===== src/common/drum_pkg.sv =====
// Purpose: Shared constants and types for the masked event drum.
// Assumes: 125 MHz core clock, APB with 32-bit data, 12-bit byte address.
// Notes: All offsets are byte addresses of aligned words.
package drum_pkg;

  // ------------------------------------------------------------
  // Timing
  // ------------------------------------------------------------
  localparam int CLK_NS = 8;
  // One timebase unit is 10 ms, so 9999 units is 99.99 s
  localparam int TB_UNIT_NS = 10000000;
  localparam int TB_UNIT_CYC = TB_UNIT_NS / CLK_NS;
  localparam logic [13:0] TB_MAX = 14'h270F;
  localparam logic [13:0] CPS_MAX = 14'h270F;

  // ------------------------------------------------------------
  // Drum geometry and reset values
  // ------------------------------------------------------------
  localparam logic [4:0] FIRST_STEP = 5'h01;
  localparam logic [4:0] LAST_STEP = 5'h10;
  localparam logic [4:0] MASK_BASE_MAX = 5'h10;
  localparam logic [6:0] CTR_BASE_MAX = 7'h7C;
  localparam logic [15:0] MASK_RST = 16'hFFFF;
  localparam logic [13:0] TB_RST = 14'h000A;

  // ------------------------------------------------------------
  // Register map
  // ------------------------------------------------------------
  localparam logic [11:0] OFS_CTRL = 12'h000;
  localparam logic [11:0] OFS_TIMEBASE = 12'h004;
  localparam logic [11:0] OFS_MASKBASE = 12'h008;
  localparam logic [11:0] OFS_OUTSEL = 12'h00C;
  localparam logic [11:0] OFS_IRQSTAT = 12'h010;
  localparam logic [11:0] OFS_IRQMASK = 12'h014;
  localparam logic [11:0] OFS_STATE = 12'h018;
  localparam logic [11:0] OFS_CTRBASE = 12'h01C;
  localparam logic [5:0] REG_PATTERN = 6'h01;
  localparam logic [5:0] REG_CPS = 6'h02;
  localparam logic [5:0] REG_EVSEL = 6'h03;
  localparam logic [5:0] REG_MASK_LO = 6'h04;
  localparam logic [5:0] REG_MASK_HI = 6'h05;
  localparam logic [5:0] REG_WORDOUT = 6'h06;
  localparam logic [11:0] OFS_COUNTERS = 12'h200;

  // Field positions
  localparam int CTRL_RUN = 0;
  localparam int CTRL_WORD = 1;
  localparam int CTR_FLAG_BIT = 16;
  localparam int IRQ_STEP = 0;
  localparam int IRQ_DONE = 1;
  localparam int IRQ_JOG = 2;

  typedef struct packed {
    logic [15:0] pattern;
    logic [13:0] cps;
    logic [4:0] evSel;
  } stepCfg_s;

  typedef enum logic [2:0] {
    SEQ_IDLE = 3'b001,
    SEQ_RUN = 3'b010,
    SEQ_DONE = 3'b100
  } seqState_e;

endpackage


===== src/design/masked_event_drum_sequencer.sv =====
// Purpose: Sixteen step masked event drum with APB registers.
// Assumes: Contacts arrive asynchronously; software owns run mode.
// Notes: Outputs are refreshed every clock from pattern AND mask.
//
// How it works
// - sixteen steps, output equals pattern AND mask
// - mask words read from mask base block
// - word mode writes masked word instead
// - steps advance by time, or by time while the step event is true
// - jog rising edge advances one step
// - timer runs only while start is on
// - count holds while step event is false
// - count equal to preset count advances step
// - stop after last step until reset
// - preset step loaded on run entry, reset
// - count increments once per timebase period
// - four status counters from base index
// - preset counter writable, others read only
// - complete flag set at end, reset clears
// - mask changes apply at any time
// - outputs refreshed every clock, start ignored
// - outputs enabled in run mode while word mode is off
`timescale 1ns/100ps
module masked_event_drum_sequencer
  import drum_pkg::*;
#(
  parameter int UNIT_CYCLES = TB_UNIT_CYC
) (
  input wire logic core_clk,
  input wire logic resetn,
  input wire logic psel,
  input wire logic penable,
  input wire logic pwrite,
  input wire logic [11:0] paddr,
  input wire logic [31:0] pwdata,
  output logic [31:0] prdata,
  output logic pready,
  output logic pslverr,
  input wire logic startIn,
  input wire logic jogIn,
  input wire logic resetIn,
  input wire logic [15:0] eventIn,
  output logic [15:0] discreteOut,
  output logic drumComplete,
  output logic irq
);

  // ------------------------------------------------------------
  // Declarations
  // ------------------------------------------------------------
  logic [18:0] sync1, sync2, sync3, filt;
  logic startF, jogF, resetF, jogPrev, jogRise;
  logic [15:0] eventF;
  logic runMode, wordMode;
  logic [13:0] timebase;
  logic [4:0] maskBase, presetStep, curStep, next_step;
  logic [1:0] outSel;
  logic [6:0] ctrBase;
  logic [2:0] irqStat, irqMask, irqSet;
  stepCfg_s stepTab [16];
  logic [15:0] maskMem [32];
  logic [15:0] wordOut [4];
  seqState_e state, next_state;
  logic enter, finish;
  logic [13:0] countsInStep;
  logic [15:0] timerValue;
  logic [20:0] preCnt;
  logic [13:0] unitCnt;
  logic tick, evOk, cntMatch, timing, lastUnit;
  logic [3:0] idx;
  stepCfg_s cur;
  logic [15:0] curMask, finalWord;
  logic acc, wrEn, hit;
  logic [31:0] rdata;

  // True when the selected contact is on; zero selects no event
  function automatic logic evTrue(input logic [4:0] sel, input logic [15:0] ev);
    logic [3:0] bitSel;
    bitSel = 4'(sel - 5'h01);
    if (sel == 5'h00) begin
      return 1'b1;
    end
    return ev[bitSel];
  endfunction

  // Position of a counter index relative to the status base
  function automatic logic [6:0] ctrRel(input logic [11:0] a, input logic [6:0] base);
    logic [6:0] k;
    k = a[8:2];
    return 7'(k - base);
  endfunction

  // ------------------------------------------------------------
  // Contact synchronisers
  // ------------------------------------------------------------
  // Three stages; a bit changes only once stages two and three agree
  always_ff @(posedge core_clk or negedge resetn) begin
    if (!resetn) begin
      sync1 <= '0;
      sync2 <= '0;
      sync3 <= '0;
      filt <= '0;
      jogPrev <= 1'b0;
    end else begin
      sync1 <= {eventIn, resetIn, jogIn, startIn};
      sync2 <= sync1;
      sync3 <= sync2;
      filt <= ((sync2 ~^ sync3) & sync3) | ((sync2 ^ sync3) & filt);
      jogPrev <= jogF;
    end
  end

  assign startF = filt[0];
  assign jogF = filt[1];
  assign resetF = filt[2];
  assign eventF = filt[18:3];
  assign jogRise = jogF && !jogPrev;

  // ------------------------------------------------------------
  // Step lookup and masking
  // ------------------------------------------------------------
  assign idx = 4'(curStep - FIRST_STEP);
  assign cur = stepTab[idx];
  assign curMask = maskMem[5'(maskBase + {1'b0, idx})];
  // bitwise AND of pattern and mask
  assign finalWord = cur.pattern & curMask;
  assign evOk = evTrue(cur.evSel, eventF);
  // count match against counts per step
  assign cntMatch = (countsInStep == cur.cps);
  assign timing = (state == SEQ_RUN) && startF;

  // ------------------------------------------------------------
  // Sequencer
  // ------------------------------------------------------------
  // Reset contact outranks jog and count; a held reset keeps reloading
  always_comb begin
    next_state = state;
    next_step = curStep;
    enter = 1'b0;
    finish = 1'b0;
    case (state)
      SEQ_IDLE: begin
        if (runMode) begin
          next_state = SEQ_RUN;
          next_step = presetStep;
          enter = 1'b1;
        end
      end
      SEQ_RUN: begin
        if (!runMode) begin
          next_state = SEQ_IDLE;
        end else if (resetF) begin
          next_step = presetStep;
          enter = 1'b1;
        end else if (jogRise || (startF && cntMatch)) begin
          if (curStep == LAST_STEP) begin
            next_state = SEQ_DONE;
            finish = 1'b1;
          end else begin
            next_step = 5'(curStep + 5'h01);
            enter = 1'b1;
          end
        end
      end
      SEQ_DONE: begin
        if (!runMode) begin
          next_state = SEQ_IDLE;
        end else if (resetF) begin
          next_state = SEQ_RUN;
          next_step = presetStep;
          enter = 1'b1;
        end
      end
      default: begin
        next_state = SEQ_IDLE;
      end
    endcase
  end

  // State and current step
  always_ff @(posedge core_clk or negedge resetn) begin
    if (!resetn) begin
      state <= SEQ_IDLE;
      curStep <= FIRST_STEP;
    end else begin
      state <= next_state;
      curStep <= next_step;
    end
  end

  // ------------------------------------------------------------
  // Timebase
  // ------------------------------------------------------------
  // Prescaler restarts on each step so the first count is a full period
  always_ff @(posedge core_clk or negedge resetn) begin
    if (!resetn) begin
      preCnt <= '0;
      unitCnt <= '0;
    end else if (enter || !timing) begin
      preCnt <= '0;
      unitCnt <= '0;
    end else if (preCnt == 21'(UNIT_CYCLES - 1)) begin
      preCnt <= '0;
      unitCnt <= lastUnit ? 14'h0000 : 14'(unitCnt + 14'h0001);
    end else begin
      preCnt <= 21'(preCnt + 21'h000001);
    end
  end

  // Last unit of a period; timebase 0 and 1 both tick every unit
  assign lastUnit = (14'(unitCnt + 14'h0001) >= timebase);
  assign tick = timing && !enter && (preCnt == 21'(UNIT_CYCLES - 1)) && lastUnit;

  // ------------------------------------------------------------
  // Step counters
  // ------------------------------------------------------------
  always_ff @(posedge core_clk or negedge resetn) begin
    if (!resetn) begin
      countsInStep <= '0;
      timerValue <= '0;
    end else if (enter) begin
      countsInStep <= '0;
      timerValue <= '0;
    end else if (tick) begin
      timerValue <= 16'(timerValue + 16'h0001);
      if (evOk && countsInStep != CPS_MAX) begin
        countsInStep <= 14'(countsInStep + 14'h0001);
      end
    end
  end

  // Drum complete flag
  always_ff @(posedge core_clk or negedge resetn) begin
    if (!resetn) begin
      drumComplete <= 1'b0;
    end else if (finish) begin
      // set at end of last step
      drumComplete <= 1'b1;
    end else if (resetF) begin
      drumComplete <= 1'b0;
    end
  end

  // ------------------------------------------------------------
  // Outputs
  // ------------------------------------------------------------
  // refreshed every clock
  always_ff @(posedge core_clk or negedge resetn) begin
    if (!resetn) begin
      discreteOut <= '0;
    end else begin
      discreteOut <= (runMode && !wordMode) ? finalWord : 16'h0000;
    end
  end

  always_ff @(posedge core_clk or negedge resetn) begin
    if (!resetn) begin
      for (int i = 0; i < 4; i++) begin
        wordOut[i] <= '0;
      end
    end else if (runMode && wordMode) begin
      wordOut[outSel] <= finalWord;
    end
  end

  // ------------------------------------------------------------
  // APB slave
  // ------------------------------------------------------------
  // One wait state: pready rises in the second access cycle
  assign acc = psel && penable && pready;
  assign wrEn = acc && pwrite;

  // Read decode; unmapped addresses below the counter block flag an error
  always_comb begin
    rdata = '0;
    hit = 1'b1;
    if (paddr >= OFS_COUNTERS) begin
      case (ctrRel(paddr, ctrBase))
        7'h00: rdata = {15'h0000, drumComplete, 2'b00, countsInStep};
        7'h01: rdata = {16'h0000, timerValue};
        7'h02: rdata = {27'h0000000, presetStep};
        7'h03: rdata = {27'h0000000, curStep};
        default: rdata = '0;
      endcase
    end else begin
      case (paddr[11:6])
        REG_PATTERN: rdata = {16'h0000, stepTab[paddr[5:2]].pattern};
        REG_CPS: rdata = {18'h00000, stepTab[paddr[5:2]].cps};
        REG_EVSEL: rdata = {27'h0000000, stepTab[paddr[5:2]].evSel};
        REG_MASK_LO: rdata = {16'h0000, maskMem[{1'b0, paddr[5:2]}]};
        REG_MASK_HI: rdata = {16'h0000, maskMem[{1'b1, paddr[5:2]}]};
        REG_WORDOUT: begin
          rdata = {16'h0000, wordOut[paddr[3:2]]};
          hit = (paddr[5:4] == 2'b00);
        end
        6'h00: begin
          case ({paddr[5:2], 2'b00})
            OFS_CTRL[5:0]: rdata = {30'h00000000, wordMode, runMode};
            OFS_TIMEBASE[5:0]: rdata = {18'h00000, timebase};
            OFS_MASKBASE[5:0]: rdata = {27'h0000000, maskBase};
            OFS_OUTSEL[5:0]: rdata = {30'h00000000, outSel};
            OFS_IRQSTAT[5:0]: rdata = {29'h00000000, irqStat};
            OFS_IRQMASK[5:0]: rdata = {29'h00000000, irqMask};
            OFS_STATE[5:0]: rdata = {21'h000000, state, 3'b000, curStep};
            OFS_CTRBASE[5:0]: rdata = {25'h0000000, ctrBase};
            default: hit = 1'b0;
          endcase
        end
        default: hit = 1'b0;
      endcase
    end
  end

  // Answer registers
  always_ff @(posedge core_clk or negedge resetn) begin
    if (!resetn) begin
      pready <= 1'b0;
      prdata <= '0;
      pslverr <= 1'b0;
    end else begin
      pready <= psel && penable && !pready;
      if (psel && penable && !pready) begin
        prdata <= pwrite ? 32'h00000000 : rdata;
        pslverr <= !hit;
      end else begin
        pslverr <= 1'b0;
      end
    end
  end

  // Configuration registers; out of range values are ignored
  always_ff @(posedge core_clk or negedge resetn) begin
    if (!resetn) begin
      runMode <= 1'b0;
      wordMode <= 1'b0;
      timebase <= TB_RST;
      maskBase <= '0;
      outSel <= '0;
      ctrBase <= '0;
      irqMask <= '0;
    end else if (wrEn && paddr[11:6] == 6'h00) begin
      case ({paddr[5:2], 2'b00})
        OFS_CTRL[5:0]: begin
          runMode <= pwdata[CTRL_RUN];
          wordMode <= pwdata[CTRL_WORD];
        end
        OFS_TIMEBASE[5:0]: begin
          if (pwdata[13:0] <= TB_MAX && pwdata[31:14] == '0) timebase <= pwdata[13:0];
        end
        OFS_MASKBASE[5:0]: begin
          if (pwdata[4:0] <= MASK_BASE_MAX && pwdata[31:5] == '0) maskBase <= pwdata[4:0];
        end
        OFS_OUTSEL[5:0]: outSel <= pwdata[1:0];
        OFS_IRQMASK[5:0]: irqMask <= pwdata[2:0];
        OFS_CTRBASE[5:0]: begin
          if (pwdata[6:0] <= CTR_BASE_MAX && pwdata[31:7] == '0) ctrBase <= pwdata[6:0];
        end
        default: ;
      endcase
    end
  end

  // only the preset counter accepts writes
  always_ff @(posedge core_clk or negedge resetn) begin
    if (!resetn) begin
      presetStep <= FIRST_STEP;
    end else if (wrEn && paddr >= OFS_COUNTERS && ctrRel(paddr, ctrBase) == 7'h02) begin
      if (pwdata[4:0] >= FIRST_STEP && pwdata[4:0] <= LAST_STEP && pwdata[31:5] == '0) begin
        presetStep <= pwdata[4:0];
      end
    end
  end

  // Step table; reset leaves every step unused
  always_ff @(posedge core_clk or negedge resetn) begin
    if (!resetn) begin
      for (int i = 0; i < 16; i++) begin
        stepTab[i] <= '0;
      end
    end else if (wrEn) begin
      case (paddr[11:6])
        REG_PATTERN: stepTab[paddr[5:2]].pattern <= pwdata[15:0];
        REG_CPS: begin
          if (pwdata[13:0] <= CPS_MAX) stepTab[paddr[5:2]].cps <= pwdata[13:0];
        end
        REG_EVSEL: begin
          if (pwdata[4:0] <= 5'h10) stepTab[paddr[5:2]].evSel <= pwdata[4:0];
        end
        default: ;
      endcase
    end
  end

  always_ff @(posedge core_clk or negedge resetn) begin
    if (!resetn) begin
      for (int i = 0; i < 32; i++) begin
        maskMem[i] <= MASK_RST;
      end
    end else if (wrEn && (paddr[11:6] == REG_MASK_LO || paddr[11:6] == REG_MASK_HI)) begin
      maskMem[{paddr[6], paddr[5:2]}] <= pwdata[15:0];
    end
  end

  // ------------------------------------------------------------
  // Interrupts
  // ------------------------------------------------------------
  assign irqSet = {jogRise, finish, enter};

  // Write one to clear; a new event in the same cycle wins
  always_ff @(posedge core_clk or negedge resetn) begin
    if (!resetn) begin
      irqStat <= '0;
      irq <= 1'b0;
    end else begin
      if (wrEn && paddr == OFS_IRQSTAT) begin
        irqStat <= (irqStat & ~pwdata[2:0]) | irqSet;
      end else begin
        irqStat <= irqStat | irqSet;
      end
      irq <= |(irqStat & irqMask);
    end
  end
endmodule

===== config.mk =====
export PLATFORM = sky130hd
export DESIGN_NAME = masked_event_drum_sequencer
export DESIGN_NICKNAME = d
export VERILOG_FILES = /design/src/common/drum_pkg.sv /design/src/design/masked_event_drum_sequencer.sv
export SDC_FILE = /design/constraint.sdc
export NUM_CORES = 2
export LEC_CHECK = 0
export BUFFER_PORTS_ARGS = -buffer_cell sky130_fd_sc_hd__clkbuf_2
export CAP_MARGIN = 25
export CORE_UTILIZATION = 40
export DETAILED_ROUTE_END_ITERATION = 10
export HOLD_SLACK_MARGIN = 0.02
export PLACE_DENSITY = 0.62
export RECOVER_POWER = 100
export SLEW_MARGIN = 20
export SYNTH_ARGS = -nofsm -noshare
export SYNTH_HDL_FRONTEND = slang
export SYNTH_SLANG_ARGS = --single-unit

===== constraint.sdc =====
create_clock -name core_clk -period 6.25 [get_ports core_clk]
set_clock_uncertainty 0.2 [all_clocks]
set_input_delay 0.3125 -clock core_clk [delete_from_list [all_inputs] [get_ports core_clk]]
set_output_delay 0.3125 -clock core_clk [all_outputs]
set_load 0.05 [all_outputs]

==> summary.txt <==
Routing
  – Metal2 WL: 105000 um
  – DRT iter0 DRCs: about 4700
  – Post-DR vias/cell: 6.21
  – Pre-Repair DR Iteration Count: 7
  – DRT met1 WL: 88900 um
  – WL met3: around 15000 um
  – Max Used Layer: met5
  – Routed wire length: ~220000 um
  – Routed Antenna Nets: 0
  – Vias after detailed routing: 45012
  – Post-route DRC: 0
  – WL/cell: 30.3 um

Timing
  – Max Fclk: approximately 180 MHz
  – Final setup vio count: 0
  – Fin. Hold Viols: 0
  – Worst slew margin: -99.9%
  – Period minus WS final: 5.65 ns
  – Worst Max-Slew Pin Slew: 3.00 ns
  – RSZ-0062 raised after global routing: no
  – TNS Setup: 0 ns
  – Crit share post-route: 90.4%
  – Final slew viol count: ~1900

Floorplan
  – Initial Utilization: around 40%
  – Row Count: between 150 and 200
  – I/O pins: 120
  – DIE WIDTH: roughly 420 um
  – DIE HEIGHT: 424 um
  – Die ar.: 180000 um2
  – Placeable Area: 177000 um2

GRT
  – Largest net degree at the start of global routing: 168
  – Initial antenna violation count: 13
  – First-pass GRT wire length: 326000 um
  – Number of global-route vias before repair: 46156
  – GR Overflow Total: 0
  – All-Layer GR Usage: 24.6%

Yosys
  – Ys Warns: 0
  – Synth cell types: 75
  – Yosys reg bits: about 1400
  – Most instantiated cells after synthesis: mux2_2 (1113), dfrtp_1 (847), mux4_2 (663)
  – Synth area leaders: dfrtp_1 (30%), mux4_2 (21%), dfstp_2 (19%)
  – Post-synthesis sequential area ratio: 48.8%
  – Area leader, netlist: dfrtp_1
  – Top FF cell, synth: dfrtp_1
  – Synthesized area: 71300 um2
  – Top-count cell post-synth: mux2_2
  – Yosys top cell area share: 29.7%
  – Post-synth EDFFs: 0
  – Syn Inst Count: 4731
  – Syn avg cell area: 15.1 um2
  – Async SR Flop Fraction: 100%

Clock tree
  – Cts repair resizes: 0
  – Hold Buf Count CTS: 60
  – CTS root buf: clkbuf_16
  – H-tree Lvls: 4
  – TritonCTS sink count: 1364
  – TritonCTS clock tree: yes
  – CTS max path bufs: 3
  – Worst skew pair latency: 0.82 ns
  – CTS clk-pin slew, worst paths: approximately 0.06 ns
  – # Post-CTS Setup Buffers: 0
  – Num CTS Buffers: 152

Job
  – Max-Cap Viols: 68

Setup path
  – Critical path class: input port to register
  – CP max FO: 62
  – Worst setup SP type: input port
  – Worst endpoint required time: 6.74 ns
  – Endpoint class of the critical path: register
  – Reg-to-reg slack, setup: 0.68 ns
  – Worst Path Arrival: 6.14 ns

Power
  – P per Cell Area: 236 nW/um2
  – VDD IR max: 229 uV
  – Lkg Pwr: between 30 and 40 nW
  – Total chip power: between 15 and 20 mW

Cells and area
  – Area added between synthesis and finish: 12.0%
  – Share of layout cells above drive strength 1: 55.1%
  – FILL cells: 15494
  – Number of nets in the layout: just under 5000

Placement
  – Placer Congestion: ~0.96
  – Post-detail-place hpwl: 136000 um
  – Port bufs: 104

Run status
  – Failing checks: capacitance limit, slew limit
  – Status: finished, violations left

Worst hold path
  – Hold Path Class: input port to register
==> metal layers <==
metal,track usage (%),vias up
met3,5.01,475
met5,0,-
met2,39.0,1920
met1,32.5,24347
li1,-,18264
met4,11.3,6
==> layout by cell type, fill, tap and decap left out, types with 15 or more instances in the layout <==
cell type,instances
buf_4,51
mux4_2,663
xnor2_1,23
conb_1,15
clkbuf_16,156
nand2b_1,25
clkbuf_1,165
nand4_1,29
a22oi_1,35
ha_1,49
dlygate4sd3_1,59
a32o_1,16
a21oi_1,54
nand3_1,55
nor3_1,52
clkbuf_2,64
o21ai_0,107
and3_1,20
nor2_1,100
mux2i_1,66
nand2_1,212
inv_1,38
dfrtp_1,847
clkbuf_8,32
xor2_1,37
o211ai_1,27
a21o_1,30
mux2_2,1113
clkinv_2,21
dfstp_2,515
buf_12,19
==> state kept, by name, summed over array words and instances, names as in the netlist, 16 cells and up <==
| signal | flops |
|---|---|
| stepTab | 560 |
| maskMem | 512 |
| sync3 | 19 |
| filt | 19 |
| wordOut | 64 |
| discreteOut | 16 |
| prdata | 17 |
| preCnt | 21 |
| sync1 | 19 |
| timerValue | 16 |
| sync2 | 19 |
==> kinds of logic after synthesis <==
| family | after synthesis | synth area share [%] |
|---|---|---|
| other | 1 | 0.00526 |
| xor gates and xnor gates | 65 | 0.809 |
| DFF | 1364 | 48.8 |
| AOI/OAI and AO/OA | 333 | 3.09 |
| buffers and inverters | 478 | 2.77 |
| muxes | 1848 | 39.7 |
| adders and majority gates | 53 | 0.951 |
| and+or+nand+nor | 589 | 3.93 |
==> area by class of cell <==
| class | count | area (um2) | area share [%] |
|---|---|---|---|
| repair buffers | 324 | 2280 | 2.86 |
| diodes | 4 | 10.0 | 0.0125 |
| clock inverters | 40 | 475 | 0.595 |
| well taps | 2340 | 2930 | 3.67 |
| flip-flops and latches | 1364 | 34800 | 43.6 |
| clock buffers | 236 | 4520 | 5.66 |
| inverters | 42 | 158 | 0.197 |
| multi-input cells | 2903 | 34700 | 43.5 |
==> through the flow <==
stage / setup slack (ns) / hold WS, ns / util, % / area [um2] / std cells
5_1_grt: 0.426 / 0.0920 / 45.2 / 79900 / 7250
6_report: 0.597 / 0.0391 / 45.2 / 79900 / 7253
3_5_place_dp: 1.07 / 0.135 / 42.3 / 74800 / 6910
4_1_cts: 1.03 / 0.0236 / 45.5 / 80400 / 7246
3_3_place_gp: 1.11 / 0.135 / 42.3 / 74700 / 6905
2_1_floorplan: 1.25 / -0.183 / - / 71400 / 4745
==> power by group <==
part	internal (mW)	switching, mW	total (mW)
Combinational	0.234	0.648	0.881
Sequential	8.90	0.0327	8.93
Clock	5.31	3.76	9.07
==> worst max-delay path: stages <==
cell and delay (ns):
clkbuf_4 0.99, clkbuf_2 1.85, mux4_2 0.68, mux4_2 0.56
mux2i_1 0.77, o211ai_1 0.37, a32o_1 0.36
==> path summary, 6_finish.rpt <==
path | from | endpoint | cells after the start
max | paddr[2] | prdata[10] | 7
min | pwdata[14] | maskMem[78] | 2
max reg2reg | curStep[0] | state[1] | 12
min reg2reg | sync1[0] | sync2[0] | 0
max in group asynchronous | resetn | preCnt[8] | 3
min in group asynchronous | resetn | maskMem[132] | 2
Power figures use the tool's default switching activity.
